**src/adcrc_map.vh**
```
// Constants for the conversion run control block: register map,
// field positions, reset values, start latencies and timing figures.
// Assumes inclusion by bare name from every design file that needs it.
`ifndef ADCRC_MAP_VH
`define ADCRC_MAP_VH

// Byte offsets on the register bus
`define ADCRC_OFS_CTRL 8'h00
`define ADCRC_OFS_STAT 8'h04
`define ADCRC_OFS_DONE 8'h08

// Control word fields
`define ADCRC_B_RUN 0
`define ADCRC_B_CMP 1
`define ADCRC_B_SCAN 2
`define ADCRC_B_ONESHOT 3
`define ADCRC_B_TRIG_LO 4
`define ADCRC_B_TRIG_HI 5
`define ADCRC_B_DIV_LO 8
`define ADCRC_B_DIV_HI 10
`define ADCRC_CTRL_RST 32'h0000_0000

// Status word fields
`define ADCRC_B_STATE_LO 0
`define ADCRC_B_STATE_HI 3
`define ADCRC_B_CHAN_LO 4
`define ADCRC_B_CHAN_HI 5
`define ADCRC_B_UNSETTLED 6

// Trigger modes
`define ADCRC_TRIG_SW 2'h0
`define ADCRC_TRIG_NOWAIT 2'h1
`define ADCRC_TRIG_WAIT 2'h2

// Start latency in system clocks per divider code, and in wait mode
`define ADCRC_LAT_0 16'd63
`define ADCRC_LAT_1 16'd31
`define ADCRC_LAT_2 16'd15
`define ADCRC_LAT_3 16'd7
`define ADCRC_LAT_4 16'd5
`define ADCRC_LAT_5 16'd4
`define ADCRC_LAT_6 16'd3
`define ADCRC_LAT_7 16'd1
`define ADCRC_LAT_WAIT 16'd1

// Conversion clock divisors per divider code
`define ADCRC_DIV_0 16'd64
`define ADCRC_DIV_1 16'd32
`define ADCRC_DIV_2 16'd16
`define ADCRC_DIV_3 16'd8
`define ADCRC_DIV_4 16'd6
`define ADCRC_DIV_5 16'd5
`define ADCRC_DIV_6 16'd4
`define ADCRC_DIV_7 16'd2

// Comparator settling time and system clock rate
`define ADCRC_SETTLE_NS 1000
`define ADCRC_CLK_MHZ 40
`define ADCRC_SETTLE_CYC ((`ADCRC_SETTLE_NS * `ADCRC_CLK_MHZ + 999) / 1000)
`define ADCRC_RESP_OKAY 2'h0
`define ADCRC_RESP_DECERR 2'h3

`endif

```
**src/adcrc_axil.v**
```verilog
// AXI4-Lite slave front end: takes one write and one read at a time,
// hands writes on as a pulse and answers reads from three words.
// Assumes the master holds valid and payload until each handshake.
`timescale 1ns/100ps
`default_nettype none
`include "adcrc_map.vh"

module adcrc_axil (
  input wire clk,
  input wire rst,
  input wire [7:0] s_axi_awaddr,
  input wire s_axi_awvalid,
  output reg s_axi_awready,
  input wire [31:0] s_axi_wdata,
  input wire [3:0] s_axi_wstrb,
  input wire s_axi_wvalid,
  output reg s_axi_wready,
  output reg [1:0] s_axi_bresp,
  output reg s_axi_bvalid,
  input wire s_axi_bready,
  input wire [7:0] s_axi_araddr,
  input wire s_axi_arvalid,
  output reg s_axi_arready,
  output reg [31:0] s_axi_rdata,
  output reg [1:0] s_axi_rresp,
  output reg s_axi_rvalid,
  input wire s_axi_rready,
  input wire [31:0] ctrl_word,
  input wire [31:0] stat_word,
  input wire [31:0] done_word,
  output wire ctrl_wr,
  output wire [31:0] wr_data,
  output wire [3:0] wr_strb
);

  wire wr_take;
  wire rd_take;
  wire wr_mapped;
  wire rd_mapped;

  // Both write channels are taken in the same edge
  assign wr_take = s_axi_awvalid & s_axi_awready & s_axi_wvalid & s_axi_wready;
  assign rd_take = s_axi_arvalid & s_axi_arready;
  assign wr_mapped = (s_axi_awaddr[7:2] <= `ADCRC_OFS_DONE >> 2);
  assign rd_mapped = (s_axi_araddr[7:2] <= `ADCRC_OFS_DONE >> 2);
  // Only the control word is writable; the others ignore writes
  assign ctrl_wr = wr_take & (s_axi_awaddr[7:2] == `ADCRC_OFS_CTRL >> 2);
  assign wr_data = s_axi_wdata;
  assign wr_strb = s_axi_wstrb;

  ////////////////////////////////////////////////////////////////////
  // Write path: ready one cycle after both valids, response after
  always @(posedge clk or posedge rst) begin
    if (rst) begin
      s_axi_awready <= 1'b0;
      s_axi_wready <= 1'b0;
      s_axi_bvalid <= 1'b0;
      s_axi_bresp <= `ADCRC_RESP_OKAY;
    end else begin
      s_axi_awready <= 1'b0;
      s_axi_wready <= 1'b0;
      if (s_axi_awvalid && s_axi_wvalid && !s_axi_awready && !s_axi_bvalid) begin
        s_axi_awready <= 1'b1;
        s_axi_wready <= 1'b1;
      end
      if (wr_take) begin
        s_axi_bvalid <= 1'b1;
        s_axi_bresp <= wr_mapped ? `ADCRC_RESP_OKAY : `ADCRC_RESP_DECERR;
      end else if (s_axi_bready) begin
        s_axi_bvalid <= 1'b0;
      end
    end
  end

  ////////////////////////////////////////////////////////////////////
  // Read path: data captured at the address handshake
  always @(posedge clk or posedge rst) begin
    if (rst) begin
      s_axi_arready <= 1'b0;
      s_axi_rvalid <= 1'b0;
      s_axi_rdata <= 32'h0000_0000;
      s_axi_rresp <= `ADCRC_RESP_OKAY;
    end else begin
      s_axi_arready <= s_axi_arvalid & ~s_axi_arready & ~s_axi_rvalid;
      if (rd_take) begin
        s_axi_rvalid <= 1'b1;
        s_axi_rresp <= rd_mapped ? `ADCRC_RESP_OKAY : `ADCRC_RESP_DECERR;
        case (s_axi_araddr[7:2])
          `ADCRC_OFS_CTRL >> 2: s_axi_rdata <= ctrl_word;
          `ADCRC_OFS_STAT >> 2: s_axi_rdata <= stat_word;
          `ADCRC_OFS_DONE >> 2: s_axi_rdata <= done_word;
          default: s_axi_rdata <= 32'h0000_0000;
        endcase
      end else if (s_axi_rready) begin
        s_axi_rvalid <= 1'b0;
      end
    end
  end

endmodule
`default_nettype wire

```
**src/adcrc_dcnt.v**
```verilog
// Loadable down counter that pulses once when it runs out.
// Assumes load and load value come from the same clock domain.
`timescale 1ns/100ps
`default_nettype none

module adcrc_dcnt #(
  parameter W = 16
) (
  input wire clk,
  input wire rst,
  input wire load,
  input wire [W-1:0] load_val,
  input wire abort,
  output reg expire_ff
);

  reg [W-1:0] cnt_ff;

  ////////////////////////////////////////////////////////////////////
  // Count down to zero, pulse on the last step
  always @(posedge clk or posedge rst) begin
    if (rst) begin
      cnt_ff <= {W{1'b0}};
      expire_ff <= 1'b0;
    end else begin
      expire_ff <= 1'b0;
      if (abort) begin
        cnt_ff <= {W{1'b0}};
      end else if (load) begin
        cnt_ff <= load_val;
      end else if (cnt_ff != {W{1'b0}}) begin
        cnt_ff <= cnt_ff - {{(W-1){1'b0}}, 1'b1};
        expire_ff <= (cnt_ff == {{(W-1){1'b0}}, 1'b1}); // Last step
      end
    end
  end

endmodule
`default_nettype wire

```
**src/adcrc_top.v**
```verilog
// Run/stop control of a successive-approximation converter: run bit,
// comparator enable, trigger modes, start latency and scan sequencing.
// Assumes software on AXI4-Lite and a one-cycle trigger pulse, both
// synchronous to clk.
//
// The implementer's own choices: the address map and the AXI4-Lite register port.
`timescale 1ns/100ps
`default_nettype none
`include "adcrc_map.vh"

module adcrc_top #(
  parameter CONV_FAD = 16'd19,
  parameter STAB_CYC = 16'd40
) (
  input wire clk,
  input wire rst,
  input wire [7:0] s_axi_awaddr,
  input wire s_axi_awvalid,
  output wire s_axi_awready,
  input wire [31:0] s_axi_wdata,
  input wire [3:0] s_axi_wstrb,
  input wire s_axi_wvalid,
  output wire s_axi_wready,
  output wire [1:0] s_axi_bresp,
  output wire s_axi_bvalid,
  input wire s_axi_bready,
  input wire [7:0] s_axi_araddr,
  input wire s_axi_arvalid,
  output wire s_axi_arready,
  output wire [31:0] s_axi_rdata,
  output wire [1:0] s_axi_rresp,
  output wire s_axi_rvalid,
  input wire s_axi_rready,
  input wire hw_trig,
  output reg conv_run_bit_ff,
  output reg comparator_enable_bit_ff,
  output reg conv_busy_ff,
  output reg conv_done_ff,
  output reg [1:0] conv_chan_ff
);

  // One-hot sequencer states
  localparam [3:0] ST_IDLE = 4'b0001;
  localparam [3:0] ST_STAB = 4'b0010;
  localparam [3:0] ST_LAT = 4'b0100;
  localparam [3:0] ST_CONV = 4'b1000;
  localparam [31:0] SETTLE_W = `ADCRC_SETTLE_CYC;
  localparam [15:0] SETTLE_CYC = SETTLE_W[15:0];

  reg scan_ff;
  reg oneshot_ff;
  reg [1:0] trig_ff;
  reg [2:0] clock_divider_sel_ff;
  reg [3:0] state_ff;
  reg unsettled_ff;
  reg [15:0] settle_cnt_ff;
  reg [15:0] done_cnt_ff;
  reg nxt_run;
  reg nxt_cmp;
  reg nxt_scan;
  reg nxt_oneshot;
  reg [1:0] nxt_trig;
  reg [2:0] nxt_div;
  reg [3:0] nxt_state;
  reg [1:0] nxt_chan;
  reg nxt_unsettled;
  reg nxt_done;
  reg lat_load;
  reg [15:0] lat_val;
  reg conv_load;
  reg halt;
  reg [15:0] start_lat;
  reg [15:0] fad_div;

  wire ctrl_wr;
  wire [31:0] wr_data;
  wire [3:0] wr_strb;
  wire lat_expire;
  wire conv_expire;
  wire wr_run0;
  wire wr_run1;
  wire [1:0] wr_trig;
  wire wr_cmp;
  wire is_wait;
  wire is_nowait;
  wire group_end;
  wire [15:0] conv_cyc;
  wire [31:0] ctrl_word;
  wire [31:0] stat_word;
  wire [31:0] done_word;

  ////////////////////////////////////////////////////////////////////
  // Bus slave and the two timers
  adcrc_axil u_axil (
    .clk(clk),
    .rst(rst),
    .s_axi_awaddr(s_axi_awaddr),
    .s_axi_awvalid(s_axi_awvalid),
    .s_axi_awready(s_axi_awready),
    .s_axi_wdata(s_axi_wdata),
    .s_axi_wstrb(s_axi_wstrb),
    .s_axi_wvalid(s_axi_wvalid),
    .s_axi_wready(s_axi_wready),
    .s_axi_bresp(s_axi_bresp),
    .s_axi_bvalid(s_axi_bvalid),
    .s_axi_bready(s_axi_bready),
    .s_axi_araddr(s_axi_araddr),
    .s_axi_arvalid(s_axi_arvalid),
    .s_axi_arready(s_axi_arready),
    .s_axi_rdata(s_axi_rdata),
    .s_axi_rresp(s_axi_rresp),
    .s_axi_rvalid(s_axi_rvalid),
    .s_axi_rready(s_axi_rready),
    .ctrl_word(ctrl_word),
    .stat_word(stat_word),
    .done_word(done_word),
    .ctrl_wr(ctrl_wr),
    .wr_data(wr_data),
    .wr_strb(wr_strb)
  );

  // Stabilization wait and start latency share one timer
  adcrc_dcnt #(.W(16)) u_lat_tmr (
    .clk(clk),
    .rst(rst),
    .load(lat_load),
    .load_val(lat_val),
    .abort(halt),
    .expire_ff(lat_expire)
  );

  adcrc_dcnt #(.W(16)) u_conv_tmr (
    .clk(clk),
    .rst(rst),
    .load(conv_load),
    .load_val(conv_cyc),
    .abort(halt),
    .expire_ff(conv_expire)
  );

  ////////////////////////////////////////////////////////////////////
  // Divider code to start latency and conversion clock divisor
  always @* begin
    case (clock_divider_sel_ff)
      3'h0: begin start_lat = `ADCRC_LAT_0; fad_div = `ADCRC_DIV_0; end
      3'h1: begin start_lat = `ADCRC_LAT_1; fad_div = `ADCRC_DIV_1; end
      3'h2: begin start_lat = `ADCRC_LAT_2; fad_div = `ADCRC_DIV_2; end
      3'h3: begin start_lat = `ADCRC_LAT_3; fad_div = `ADCRC_DIV_3; end
      3'h4: begin start_lat = `ADCRC_LAT_4; fad_div = `ADCRC_DIV_4; end
      3'h5: begin start_lat = `ADCRC_LAT_5; fad_div = `ADCRC_DIV_5; end
      3'h6: begin start_lat = `ADCRC_LAT_6; fad_div = `ADCRC_DIV_6; end
      default: begin start_lat = `ADCRC_LAT_7; fad_div = `ADCRC_DIV_7; end
    endcase
  end

  // Product fits: 19 x 64 is far below 16 bits
  assign conv_cyc = CONV_FAD * fad_div;

  // Decoded software writes to the run bit and mode fields
  assign wr_run0 = ctrl_wr & wr_strb[0] & ~wr_data[`ADCRC_B_RUN];
  assign wr_run1 = ctrl_wr & wr_strb[0] & wr_data[`ADCRC_B_RUN];
  assign wr_trig = wr_data[`ADCRC_B_TRIG_HI:`ADCRC_B_TRIG_LO];
  assign wr_cmp = wr_data[`ADCRC_B_CMP];
  assign is_wait = (trig_ff == `ADCRC_TRIG_WAIT);
  assign is_nowait = (trig_ff == `ADCRC_TRIG_NOWAIT);
  assign group_end = ~scan_ff | (conv_chan_ff == 2'h3);

  ////////////////////////////////////////////////////////////////////
  // Next-state logic of run bit, configuration and sequencer
  always @* begin
    nxt_run = conv_run_bit_ff;
    nxt_cmp = comparator_enable_bit_ff;
    nxt_scan = scan_ff;
    nxt_oneshot = oneshot_ff;
    nxt_trig = trig_ff;
    nxt_div = clock_divider_sel_ff;
    nxt_state = state_ff;
    nxt_chan = conv_chan_ff;
    nxt_unsettled = unsettled_ff;
    nxt_done = 1'b0;
    lat_load = 1'b0;
    lat_val = start_lat;
    conv_load = 1'b0;
    halt = 1'b0;
    // Field writes; mode changes mid-run are software's hazard
    if (ctrl_wr && wr_strb[0]) begin
      nxt_cmp = wr_cmp;
      nxt_scan = wr_data[`ADCRC_B_SCAN];
      nxt_oneshot = wr_data[`ADCRC_B_ONESHOT];
      nxt_trig = wr_trig;
    end
    if (ctrl_wr && wr_strb[1]) begin
      nxt_div = wr_data[`ADCRC_B_DIV_HI:`ADCRC_B_DIV_LO];
    end
    // Sequencer walk
    case (state_ff)
      ST_IDLE: begin
        if (conv_run_bit_ff && is_nowait && hw_trig && comparator_enable_bit_ff) begin
          nxt_state = ST_LAT;
          nxt_chan = 2'h0;
          lat_load = 1'b1;
        end
      end
      ST_STAB: begin
        if (lat_expire) begin
          nxt_state = ST_LAT;
          lat_load = 1'b1;
          lat_val = `ADCRC_LAT_WAIT;
        end
      end
      ST_LAT: begin
        if (lat_expire) begin
          nxt_state = ST_CONV;
          conv_load = 1'b1;
        end
      end
      ST_CONV: begin
        if (conv_expire) begin
          nxt_done = 1'b1;
          if (!group_end) begin
            nxt_chan = conv_chan_ff + 2'h1;
            conv_load = 1'b1;
          end else if (!oneshot_ff) begin
            nxt_chan = 2'h0;
            conv_load = 1'b1;
          end else if (is_nowait) begin
            nxt_chan = 2'h0;
            nxt_state = ST_IDLE;
          end else begin
            nxt_chan = 2'h0;
            nxt_state = ST_IDLE;
            nxt_run = 1'b0;
          end
        end
      end
      default: begin
        nxt_state = ST_IDLE;
      end
    endcase
    // Write of 0 stops or returns to standby in every mode, except against a same-cycle trigger in wait mode
    if (wr_run0) begin
      nxt_run = 1'b0;
      nxt_state = ST_IDLE;
      nxt_chan = 2'h0;
      halt = 1'b1;
      lat_load = 1'b0;
      conv_load = 1'b0;
    end
    // Write of 1 honoured only when stopped; ignored in wait mode
    if (wr_run1 && !conv_run_bit_ff && wr_cmp && wr_trig != `ADCRC_TRIG_WAIT) begin
      nxt_run = 1'b1;
      nxt_chan = 2'h0;
      // Too early after comparator enable: first result is suspect
      nxt_unsettled = (settle_cnt_ff < SETTLE_CYC);
      if (wr_trig == `ADCRC_TRIG_SW) begin
        nxt_state = ST_LAT;
        lat_load = 1'b1;
        lat_val = start_lat;
      end
    end
    // Trigger in wait mode beats a same-cycle clear of the run bit
    if (is_wait && hw_trig && comparator_enable_bit_ff &&
        (state_ff == ST_IDLE || wr_run0)) begin
      nxt_run = 1'b1;
      nxt_state = ST_STAB;
      nxt_chan = 2'h0;
      halt = 1'b0;
      lat_load = 1'b1;
      lat_val = STAB_CYC[15:0];
      nxt_unsettled = 1'b0;
    end
  end

  ////////////////////////////////////////////////////////////////////
  // State and control registers
  always @(posedge clk or posedge rst) begin
    if (rst) begin
      conv_run_bit_ff <= 1'b0;
      comparator_enable_bit_ff <= 1'b0;
      scan_ff <= 1'b0;
      oneshot_ff <= 1'b0;
      trig_ff <= `ADCRC_TRIG_SW;
      clock_divider_sel_ff <= 3'h0;
      state_ff <= ST_IDLE;
      conv_chan_ff <= 2'h0;
      unsettled_ff <= 1'b0;
      conv_done_ff <= 1'b0;
      conv_busy_ff <= 1'b0;
    end else begin
      conv_run_bit_ff <= nxt_run;
      comparator_enable_bit_ff <= nxt_cmp;
      scan_ff <= nxt_scan;
      oneshot_ff <= nxt_oneshot;
      trig_ff <= nxt_trig;
      clock_divider_sel_ff <= nxt_div;
      state_ff <= nxt_state;
      conv_chan_ff <= nxt_chan;
      unsettled_ff <= nxt_unsettled;
      conv_done_ff <= nxt_done;
      conv_busy_ff <= (nxt_state == ST_CONV);
    end
  end

  ////////////////////////////////////////////////////////////////////
  // Comparator settling counter, saturating; restarts when disabled
  always @(posedge clk or posedge rst) begin
    if (rst) begin
      settle_cnt_ff <= 16'h0000;
    end else if (!comparator_enable_bit_ff) begin
      settle_cnt_ff <= 16'h0000;
    end else if (settle_cnt_ff < SETTLE_CYC) begin
      settle_cnt_ff <= settle_cnt_ff + 16'h0001;
    end
  end

  // Count of finished conversions, wraps
  always @(posedge clk or posedge rst) begin
    if (rst) begin
      done_cnt_ff <= 16'h0000;
    end else if (nxt_done) begin
      done_cnt_ff <= done_cnt_ff + 16'h0001;
    end
  end

  ////////////////////////////////////////////////////////////////////
  // Read-back words
  assign ctrl_word = {21'h000000, clock_divider_sel_ff, 2'h0, trig_ff,
                      oneshot_ff, scan_ff, comparator_enable_bit_ff,
                      conv_run_bit_ff};
  assign stat_word = {25'h0000000, unsettled_ff, conv_chan_ff, state_ff};
  assign done_word = {16'h0000, done_cnt_ff};

endmodule
`default_nettype wire

```
**config.mk**
```make
export PLATFORM = sky130hd
export DESIGN_NAME = adcrc_top
export DESIGN_NICKNAME = d
export VERILOG_FILES = /design/src/adcrc_axil.v /design/src/adcrc_dcnt.v /design/src/adcrc_top.v
export VERILOG_INCLUDE_DIRS = /design/src
export SDC_FILE = /design/constraint.sdc
export NUM_CORES = 1
export LEC_CHECK = 0
export BUFFER_PORTS_ARGS = -buffer_cell sky130_fd_sc_hd__buf_2
export CAP_MARGIN = 5
export CORE_MARGIN = 1
export CORE_UTILIZATION = 51
export CTS_BUF_LIST = sky130_fd_sc_hd__clkbuf_16
export CTS_CLUSTER_DIAMETER = 40
export DETAILED_ROUTE_END_ITERATION = 8
export GPL_TIMING_DRIVEN = 1
export PLACE_DENSITY = 0.86
export SYNTH_ARGS = -nofsm -noshare
export SYNTH_HDL_FRONTEND = slang
export SYNTH_SLANG_ARGS = --single-unit
```
**constraint.sdc**
```tcl
create_clock -name clk -period 2.9 [get_ports clk]
set_input_delay 0.29 -clock clk [delete_from_list [all_inputs] [get_ports clk]]
set_output_delay 0.29 -clock clk [all_outputs]
set_load 0.02 [all_outputs]
```
==> impl_metrics.csv, run 1 <==
group,metric,value,unit
outcome,status,"completed",
cells_and_area,n_antenna_cell,0,
floorplanning,start_util,0.531,
cells_and_area,layout.nets,764,
cells_and_area,final_util,0.614,
placement,globalplace.congestion,0.847,
sta,maxSlewHeadroom,0.476,
yosys,yosysTopAreaCellShare,0.449,
pwr,intPower,2.78,mW
yosys,avgSynthCellArea,9.64,um2
placement,dp_cells,808,
yosys,synth_most_common_cell,"dfrtp_1",
pwr,total_power,4.11,mW
worst_setup_path,worstSetupStartpointType,"flop",
yosys,synth_edf_count,0,
grt,grt_overflow_total,0,
routing,first_iter_violations,373,
floorplanning,core,11000,um2
yosys,ys_top_cells_by_area,"dfrtp_1 45%, xnor2_1 4.8%, ha_1 4.3%",
worst_setup_path,path_max_fanout,4,
floorplanning,die_w,109,um
clock_tree,cts_tree,"yes",
worst_setup_path,critical_path_class,"flop to flop",
routing,vias,4765,
cells_and_area,drive_above_1_share,0.192,
cells_and_area,stdcell_count,827,
pwr,leakagePower,3.20,nW
pwr,switching_share,0.322,
grt,grt_pass1_wl,21100,um
placement,dp_hpwl,9220,um
floorplanning,fp.dieH,109,um
worst_hold_path,min_path_type,"input pin to flop",
yosys,netlist_top_cells_count,"105 x dfrtp_1, 65 x nor2_1, 44 x nand2_1",
routing,drt-pass1-iter-count,5,
clock_tree,cts_htree_levels,3,
routing,vias_per_cell,5.76,
grt,antenna_found_initial,0,
pwr,switching_power,1.32,mW
placement,place_area,6350,um2
pwr,seq_power_share,0.473,
grt,grt_pass1_vias,4484,
routing,drc,0,
cells_and_area,final_area,6770,um2
clock_tree,clock_path_buffers,2,
pwr,power_frac_comb,0.214,
routing,drt-wirelength-per-cell,15.8,um
clock_tree,worstSkewPairLatency,0.35,ns
sta,min_period,2.79,ns
job,maxCapViolations,0,
grt,grt_max_degree,71,
placement,io_buffers,61,
yosys,async_flop_share,1.00,
pwr,ir_drop,355,uV
floorplanning,io_pins,107,
routing,dr_wl_met2,6590,um
routing,drt-met1-wl,5620,um
yosys,synth_cells,608,
pwr,clkPwrFrac,0.313,
sta,setup_viol,0,
yosys,seq_area_frac_synth,0.453,
sta,drv_slew,0,
yosys,ys.flop_type,"dfrtp_1",
yosys,ys_ff_latch,106,
sta,setup_tns,0,ns
clock_tree,clkSinkCount,106,
sta,clock_skew,0.00714,ns
routing,dr_wl_met3,649,um
cells_and_area,syn_to_final_growth,15.6,%
worst_setup_path,cp.required,3.15,ns
sta,tightest_slew,0.780,ns
yosys,yosys_warnings,0,
floorplanning,die_area,11900,um2
worst_setup_path,end_kind,"flop",
grt,grtUsageTotal,0.227,
worst_setup_path,cp.arrival,3.04,ns
pwr,p_per_area,606,nW/um2
routing,routed.top_layer,"met4",
floorplanning,rows,38,
cells_and_area,fillers,865,
yosys,yosysTopAreaCell,"dfrtp_1",
sta,max_freq,359,MHz
clock_tree,cts_root_buf,"clkbuf_16",
clock_tree,cts_buffers,9,
sta,period_share,0.962,
sta,final-hold-violation-count,0,
routing,wl,13100,um
routing,ant_nets,0,
clock_tree,clk_pin_slew_worst_paths,0.07,ns
yosys,synth_area,5860,um2
yosys,netlist-cell-type-count,60,
## sequential cells by signal, summed over array words and instances (netlist names), 2 cells and up
name,cells
u_conv_tmr.cnt_ff,16
conv_chan_ff,2
u_lat_tmr.cnt_ff,16
clock_divider_sel_ff,3
state_ff,4
trig_ff,2
settle_cnt_ff,16
u_axil.s_axi_rdata,16
done_cnt_ff,16
## kinds of logic (layout without fill, tap and decap cells)
kind of cell / count (synthesis) / in the layout / share of synthesized area
simple gates: 246 / 246 / 0.223
xor+xnor: 49 / 49 / 0.0733
fa+ha+maj: 22 / 22 / 0.0496
mux: 19 / 19 / 0.0344
flops: 106 / 106 / 0.453
other cells: 1 / 18 / 0.000640
compound gates: 106 / 106 / 0.115
buf+inv: 59 / 121 / 0.0510
## power by group through the flow
stage          Combinational (mW)  Sequential [mW]  Clock [mW]
6_report                    0.879             1.94        1.28
5_1_grt                     0.994             1.97        1.37
4_1_cts                     0.876             1.93        1.30
3_5_place_dp                0.863             1.96           0
3_3_place_gp                0.820             1.94           0
2_1_floorplan               0.691             1.92           0
## path summary, 6_finish.rpt
path,from,end,slack [ns],cells past startpoint
setup / recovery,clock_divider_sel_ff[1]$_DFFE_PP0P_,u_conv_tmr.cnt_ff[7]$_DFFE_PP0P_,0.11,13
hold / removal,s_axi_rready,u_axil.s_axi_rvalid$_DFFE_PP0P_,0.13,2
setup reg to reg,clock_divider_sel_ff[1]$_DFFE_PP0P_,u_conv_tmr.cnt_ff[7]$_DFFE_PP0P_,0.11,13
hold reg to reg,u_axil.s_axi_bvalid$_DFFE_PP0P_,u_axil.s_axi_awready$_DFF_PP0_,0.46,1
max in group asynchronous,rst,state_ff[0]$_DFF_PP1_,1.69,4
min in group asynchronous,rst,u_axil.s_axi_bresp[0]$_DFFE_PP0P_,0.51,3
## per-stage QoR
| step | worst slack (ns) | hold WS, ns |
|---|---|---|
| CTS | 0.00422 | 0.117 |
| detailed placement | 0.00266 | 0.312 |
| global placement | 0.0856 | 0.304 |
| floorplan | 0.000198 | 0.397 |
| global route | -0.00948 | 0.114 |
| finish | 0.111 | 0.129 |
## cells in the final DEF, fill, tap and decap left out, drive strengths merged, types with 4 or more instances in the layout
master,synthesis,final
xor2,17,17
nor2b,6,6
mux2,9,9
nor3b,4,4
a211oi,7,7
a31oi,6,6
a21oi,28,28
nor3,19,19
a22o,7,7
nand2,44,44
xnor2,32,32
conb,1,18
buf,24,81
nand4,12,12
and2,15,15
nor4,11,11
o21ai,31,31
or4,5,5
ha,20,20
or2,6,6
mux2i,10,10
a21o,4,4
a211o,5,5
nor4b,9,9
clkbuf,12,9
dfrtp,105,105
inv,22,25
or3,9,9
nor2,66,66
nand2b,7,7
o22ai,4,4
and3,5,5
nand3,19,19
## worst max-delay path, cell delays in order (launching register included)
cell,delay [ns]
dfrtp_1,0.42
nand2b_4,0.17
or2_4,0.23
inv_2,0.08
ha_4,0.13
fa_1,0.45
ha_4,0.31
o21a_1,0.15
buf_4,0.11
nor2_1,0.04
a31oi_1,0.18
xor2_1,0.16
nor2_1,0.06
a211oi_1,0.19
## metal layers
layer / up-vias / GRT usage
met5: - / 0
met4: 0 / 0.0857
met3: 18 / 0.0365
met2: 160 / 0.395
met1: 2326 / 0.281
li1: 2261 / -
## cell type report
class | count | area (um2) | share of cell area
sequential | 106 | 2650 | 0.392
clock inverter | 7 | 88.8 | 0.0131
tap | 140 | 175 | 0.0259
clock buffer | 9 | 225 | 0.0333
multi-input combinational | 460 | 3060 | 0.452
inverter | 23 | 90.1 | 0.0133
timing repair buffer | 82 | 478 | 0.0706
## timing repair
| item | CTS | global route |
|---|---|---|
| setup buffers | 0 | 2 |
| hold endpoints to repair | 16 | 0 |
| pin swaps | 2 | 8 |
| gates resized for setup | 0 | 16 |
| gates cloned | 0 | 0 |
| hold buffers | 1 | 0 |
| endpoints found under the setup margin | 1 | 5 |
Note: power is estimated with default switching activity, not from simulation.
==> inputs of run 2 (changes only) <==
--- a/config.mk
+++ b/config.mk
@@ -6,15 +6,17 @@
 export SDC_FILE = /design/constraint.sdc
 export NUM_CORES = 1
 export LEC_CHECK = 0
+export ABC_AREA = 1
 export BUFFER_PORTS_ARGS = -buffer_cell sky130_fd_sc_hd__buf_2
 export CAP_MARGIN = 5
 export CORE_MARGIN = 1
-export CORE_UTILIZATION = 51
-export CTS_BUF_LIST = sky130_fd_sc_hd__clkbuf_16
+export CORE_UTILIZATION = 53
+export CTS_BUF_LIST = sky130_fd_sc_hd__clkbuf_2
 export CTS_CLUSTER_DIAMETER = 40
 export DETAILED_ROUTE_END_ITERATION = 8
+export GPL_ROUTABILITY_DRIVEN = 1
 export GPL_TIMING_DRIVEN = 1
-export PLACE_DENSITY = 0.86
+export PLACE_DENSITY = 0.88
 export SYNTH_ARGS = -nofsm -noshare
 export SYNTH_HDL_FRONTEND = slang
 export SYNTH_SLANG_ARGS = --single-unit
==> run 2 against run 1 <==
Effect of this change:
- critical path depth decreased by 2
- via count up 10%
- combinational power grew 34%
- worst hold slack got worse by 0.11 ns
- first-iteration DRC count increased by 13%
- routed wire length down 0.38%
- worst setup slack improved by 0.061 ns
- highest routed layer unchanged
==> impl_metrics.csv, run 2 <==
group,metric,value,unit
grt,antenna_found_initial,0,
clock_tree,worstSkewPairLatency,0.63,ns
grt,grt_pass1_vias,5121,
yosys,yosysTopAreaCellShare,0.425,
routing,drt-pass1-iter-count,5,
grt,grt_max_degree,53,
sta,period_share,0.941,
yosys,seq_area_frac_synth,0.430,
yosys,synth_area,6180,um2
sta,min_period,2.73,ns
cells_and_area,layout.nets,947,
yosys,avgSynthCellArea,7.97,um2
clock_tree,clk_pin_slew_worst_paths,0.31,ns
yosys,netlist_top_cells_count,"162 x nand2_1, 110 x nor2_1, 105 x dfrtp_1",
cells_and_area,final_cell_mix,"162 x nand2_1, 109 x nor2_1, 103 x dfrtp_1",
pwr,p_per_area,562,nW/um2
job,maxCapViolations,0,
worst_setup_path,slowest_stage,"dfrtp_2",
pwr,power_frac_comb,0.300,
yosys,synth_edf_count,0,
cells_and_area,stdcell_count,1013,
grt,grt_overflow_total,0,
routing,wl,13000,um
cells_and_area,syn_to_final_growth,12.8,%
yosys,synth_cells,775,
yosys,synth_most_common_cell,"nand2_1",
grt,grtUsageTotal,0.233,
grt,met1_usage,0.281,
yosys,ys.flop_type,"dfrtp_1",
routing,first_iter_violations,423,
grt,grt_pass1_wl,22000,um
worst_setup_path,worstSetupStartpointType,"flop",
pwr,clkPwrFrac,0.195,
floorplanning,die_w,110,um
grt,grt_use_met2,0.413,
worst_setup_path,path_max_fanout,7,
floorplanning,start_util,0.543,
outcome,status,"completed",
worst_setup_path,end_kind,"flop",
routing,vias,5243,
floorplanning,die_area,12100,um2
cells_and_area,fillers,954,
clock_tree,cts_root_buf,"clkbuf_2",
clock_tree,cts_htree_levels,3,
clock_tree,cts_tree,"yes",
placement,dp_cells,976,
yosys,netlist-cell-type-count,51,
cells_and_area,n_antenna_cell,0,
placement,io_buffers,61,
cells_and_area,drive_above_1_share,0.147,
yosys,ys_ff_latch,106,
sta,setup_viol,0,
floorplanning,io_pins,107,
sta,drv_slew,0,
cells_and_area,layout_commonest_cell,"nand2_1",
clock_tree,clkSinkCount,106,
clock_tree,clock_path_buffers,2,
yosys,async_flop_share,1.00,
worst_setup_path,critPathMaxStageDelay,0.53,ns
worst_setup_path,critical_path_class,"flop to flop",
yosys,ys_top_cells_by_area,"dfrtp_1 43%, nand2_1 9.8%, nor2_1 6.7%",
sta,clock_skew,0.0463,ns
sta,tightest_slew,0.590,ns
pwr,switching_share,0.374,
worst_setup_path,cp.arrival,3.27,ns
cells_and_area,final_util,0.613,
grt,met3_usage,0.0403,
worst_setup_path,worst_path_most_repeated_cell,"nand2_1",
yosys,yosysTopAreaCell,"dfrtp_1",
pwr,ir_drop,435,uV
clock_tree,cts_buffers,9,
worst_setup_path,cp.required,3.44,ns
sta,final-hold-violation-count,0,
pwr,intPower,2.45,mW
sta,maxSlewHeadroom,0.604,
pwr,switching_power,1.47,mW
pwr,leakagePower,3.58,nW
placement,dp_hpwl,9550,um
routing,vias_per_cell,5.18,
placement,globalplace.congestion,0.932,
sta,max_freq,367,MHz
worst_hold_path,min_path_type,"input pin to flop",
pwr,seq_power_share,0.505,
grt,busiest_layer,"met2",
worst_setup_path,path_cells,"nand2_1 > nand2_1 > o21ai_0 > fa_1 > ha_1 > nand2_1 > o31ai_1 > xnor2_1 > nand2_1 > o21ai_1 > nor2_1",
yosys,yosys_warnings,0,
floorplanning,rows,39,
floorplanning,core,11400,um2
routing,drc,0,
floorplanning,fp.dieH,110,um
routing,ant_nets,0,
routing,drt-wirelength-per-cell,12.9,um
==> run 2: cell count changes after synthesis, moves of 18 or more <==
cell	delta
inv_1	+74
nand2_1	+118
nand3_1	+22
nor2_1	+45
xnor2_1	-24
xor2_1	+18
==> run 2: path summary, 6_finish.rpt <==
kind | from | end | slack [ns] | depth (start not counted)
setup reg to reg | clock_divider_sel_ff[1]$_DFFE_PP0P_ | u_conv_tmr.cnt_ff[8]$_DFFE_PP0P_ | 0.17 | 11
hold reg to reg | u_axil.s_axi_bvalid$_DFFE_PP0P_ | u_axil.s_axi_awready$_DFF_PP0_ | 0.50 | 1
min in group asynchronous | rst | u_axil.s_axi_bvalid$_DFFE_PP0P_ | 0.20 | 3
max in group asynchronous | rst | state_ff[0]$_DFF_PP1_ | 2.01 | 4
setup / recovery | clock_divider_sel_ff[1]$_DFFE_PP0P_ | u_conv_tmr.cnt_ff[8]$_DFFE_PP0P_ | 0.17 | 11
hold / removal | s_axi_araddr[2] | u_axil.s_axi_rdata[6]$_DFFE_PP0P_ | 0.01 | 4
==> run 2: power by group through the flow <==
stage                     Clock [mW]  Sequential, mW  Combinational, mW
after floorplan                    0            1.97              0.923
after global placement             0            1.98               1.10
after detailed placement           0            1.99               1.15
after CTS                      0.781            1.97               1.17
after global routing           0.828            2.01               1.36
final                          0.764            1.98               1.18
==> run 2: cells by family (layout without fill, tap and decap cells) <==
kind of cell               count (synthesis)  after routing  synth area share
buffers and inverters                    130            208            0.0958
adders and majority gates                 22             22            0.0470
and+or+nand+nor                          379            379             0.277
xor gates and xnor gates                  43             43            0.0610
other                                      1             18          0.000607
AOI/OAI and AO/OA                         94             94            0.0891
DFF                                      106            106             0.430
==> run 2: cell type report <==
class | count | area, um2 | share of cell area
clock buffer | 10 | 50.0 | 0.00718
timing repair buffer | 92 | 603 | 0.0865
multi-input combinational | 556 | 3010 | 0.432
tap | 143 | 179 | 0.0257
sequential | 106 | 2660 | 0.381
clock inverter | 6 | 85.1 | 0.0122
inverter | 100 | 387 | 0.0555
==> run 2: timing repair <==
item,4_1_cts,5_1_grt
hold endpoints to repair,39,0
setup buffers,0,0
resized for setup,0,8
hold buffers,21,0
setup endpoints to repair,0,4
==> run 2: metrics by stage <==
stage                     setup TNS [ns]  worst slack, ns  power, mW  instance area [um2]  hold WS (ns)
after global placement                 0            0.202       3.08                 6610         0.388
after floorplan                        0            0.224       2.89                 6240         0.397
after CTS                              0           0.0524       3.93                 6950      0.000890
after detailed placement               0            0.109       3.14                 6610         0.383
final                                  0            0.172       3.92                 6970        0.0141
after global routing            -0.00443         -0.00443       4.20                 6970       0.00216
==> run 2: worst max-delay path, delay by kind of cell, from the launching register on <==
kind	cells	cell delay, ns
xor gates and xnor gates	1	0.17
DFF	1	0.53
and+or+nand+nor	5	0.47
adders and majority gates	2	0.82
AOI/OAI and AO/OA	3	0.65
==> run 2: metal layers <==
layer / vias up / part of all wire
met5: - / 0
met4: 0 / 0.022
met3: 27 / 0.049
met2: 141 / 0.50
met1: 2435 / 0.43
li1: 2640 / -
==> inputs of run 3 (changes only) <==
--- a/config.mk
+++ b/config.mk
@@ -10,13 +10,13 @@
 export BUFFER_PORTS_ARGS = -buffer_cell sky130_fd_sc_hd__buf_2
 export CAP_MARGIN = 5
 export CORE_MARGIN = 1
-export CORE_UTILIZATION = 53
+export CORE_UTILIZATION = 35
 export CTS_BUF_LIST = sky130_fd_sc_hd__clkbuf_2
 export CTS_CLUSTER_DIAMETER = 40
 export DETAILED_ROUTE_END_ITERATION = 8
 export GPL_ROUTABILITY_DRIVEN = 1
 export GPL_TIMING_DRIVEN = 1
-export PLACE_DENSITY = 0.88
+export PLACE_DENSITY = 0.65
 export SYNTH_ARGS = -nofsm -noshare
 export SYNTH_HDL_FRONTEND = slang
 export SYNTH_SLANG_ARGS = --single-unit
==> run 3 against run 2 <==
Effect of this change:
- flip-flop and latch count unchanged
- combinational power about the same
- first-iteration DRC count down 53%
- core utilization down 20 points
==> impl_metrics.csv, run 3 (synthesized netlist as in run 2, its figures left out) <==
group,metric,value,unit
floorplanning,rows,48,
sta,worst_slack,0.219,ns
cells_and_area,stdcell_count,1101,
worst_setup_path,critical_path_class,"flop to flop",
sta,period_share,0.924,
placement,io_buffers,61,
routing,routed.top_layer,"met4",
grt,grt_pass1_vias,4885,
grt,antenna_found_initial,1,
placement,globalplace.congestion,0.839,
clock_tree,clock_path_buffers,2,
clock_tree,cts_htree_levels,3,
worst_setup_path,cp.required,3.45,ns
pwr,ir_drop,311,uV
sta,setup_tns,0,ns
placement,dp_hpwl,9910,um
worst_setup_path,worst_path_most_repeated_cell,"nor2_1",
routing,ant_nets,0,
routing,drt-met1-wl,6450,um
clock_tree,cts_tree,"yes",
clock_tree,worstSkewPairLatency,0.64,ns
outcome,status,"completed",
grt,grtUsageTotal,0.158,
routing,vias,5105,
worst_setup_path,cp.arrival,3.23,ns
cells_and_area,layout_commonest_cell,"nand2_1",
routing,first_iter_violations,198,
placement,dpl_worst_slack,0.115,ns
routing,wl,13400,um
floorplanning,io_pins,107,
routing,dr_wl_met3,530,um
worst_setup_path,end_kind,"flop",
sta,min_period,2.68,ns
routing,dr_wl_met2,6250,um
worst_setup_path,slowest_stage,"dfrtp_1",
clock_tree,cts_root_buf,"clkbuf_2",
sta,max_freq,373,MHz
sta,rsz0062_at_grt,"false",
pwr,p_per_area,535,nW/um2
clock_tree,cts_buffers,9,
grt,grt_max_degree,107,
cells_and_area,final_util,0.411,
clock_tree,clkSinkCount,106,
cells_and_area,final_cell_mix,"162 x nand2_1, 108 x nor2_1, 103 x dfrtp_1",
sta,setup_viol,0,
routing,drt-wirelength-per-cell,12.2,um
worst_setup_path,path_max_fanout,4,
clock_tree,clk_pin_slew_worst_paths,0.29,ns
pwr,leakagePower,3.58,nW
sta,tightest_slew,0.601,ns
cells_and_area,layout.nets,952,
worst_hold_path,min_path_type,"input pin to flop",
sta,clock_skew,0.0391,ns
worst_setup_path,path_cells,"buf_4 > nand2_1 > nor2_2 > ha_1 > fa_1 > ha_1 > a21oi_1 > nor2_1 > nor2_1 > o31ai_1 > xnor2_1 > nand2_1 > o21ai_1 > nor2_1",
worst_setup_path,worstSetupStartpointType,"flop",
routing,drc,0,
floorplanning,fp.dieH,135,um
floorplanning,start_util,0.358,
sta,drv_slew,0,
job,maxCapViolations,0,
routing,vias_per_cell,4.64,
routing,drt-pass1-iter-count,4,
cells_and_area,syn_to_final_growth,14.8,%
floorplanning,die_w,135,um
floorplanning,core,17200,um2
sta,maxSlewHeadroom,0.598,
cells_and_area,drive_above_1_share,0.147,
placement,dp_cells,1058,
sta,final-hold-violation-count,0,
grt,grt_overflow_total,0,
grt,grt_pass1_wl,22800,um
worst_setup_path,critPathMaxStageDelay,0.46,ns
floorplanning,die_area,18200,um2
run 3: final timing paths:
path	startpoint	slack, ns	end	cells after the start
max in group asynchronous	rst	2.15	u_conv_tmr.cnt_ff[10]$_DFFE_PP0P_	4
hold / removal	s_axi_araddr[2]	0.1	u_axil.s_axi_rdata[6]$_DFFE_PP0P_	6
setup / recovery	clock_divider_sel_ff[0]$_DFFE_PP0P_	0.22	u_conv_tmr.cnt_ff[8]$_DFFE_PP0P_	14
hold reg to reg	u_axil.s_axi_bvalid$_DFFE_PP0P_	0.48	u_axil.s_axi_awready$_DFF_PP0_	1
min in group asynchronous	rst	0.30	settle_cnt_ff[9]$_DFFE_PP0P_	4
setup reg to reg	clock_divider_sel_ff[0]$_DFFE_PP0P_	0.22	u_conv_tmr.cnt_ff[8]$_DFFE_PP0P_	14
run 3: repair_timing:
action                                  in CTS  in global routing
hold buffers                                24                  0
gates resized for setup                      0                  9
endpoints found under the hold margin      120                  0
setup buffers                                0                  2
endpoints found under the setup margin       0                  4
run 3: where the power goes:
group	switching, mW	internal [mW]
sequential	0.234	1.74
combinational	0.668	0.487
clock	0.537	0.130
total	1.44	2.36
run 3: through the flow:
stage	total power [mW]	instance area [um2]	hold WS, ns
2_1_floorplan	2.89	6240	0.397
3_3_place_gp	3.12	6710	0.442
3_5_place_dp	3.14	6710	0.443
4_1_cts	3.85	7060	0.0416
5_1_grt	4.12	7090	0.0716
6_report	3.80	7090	0.0978
run 3: layout make-up:
| type | instances | area [um2] |
|---|---|---|
| Antenna cell | 1 | 2.50 |
| Clock buffer | 9 | 45.0 |
| Timing Repair Buffer | 97 | 648 |
| Inverter | 100 | 387 |
| Multi-Input combinational cell | 556 | 3010 |
| Clock inverter | 7 | 60.1 |
| Tap cell | 225 | 282 |
| Fill cell | 1735 | 10100 |
| Sequential cell | 106 | 2660 |
run 3: worst max-delay path: cells and delay by family (launching register included):
family	cells	cell delay, ns
DFF	1	0.46
xor gates and xnor gates	1	0.19
AOI/OAI and AO/OA	3	0.35
adders and majority gates	3	0.99
buffers and inverters	1	0.15
and+or+nand+nor	6	0.49
run 3: per-layer routing:
layer / vias to the layer above / GRT usage
li1: 2656 / -
met1: 2356 / 0.204
met2: 82 / 0.265
met3: 11 / 0.0368
met4: 0 / 0.0412
met5: - / 0
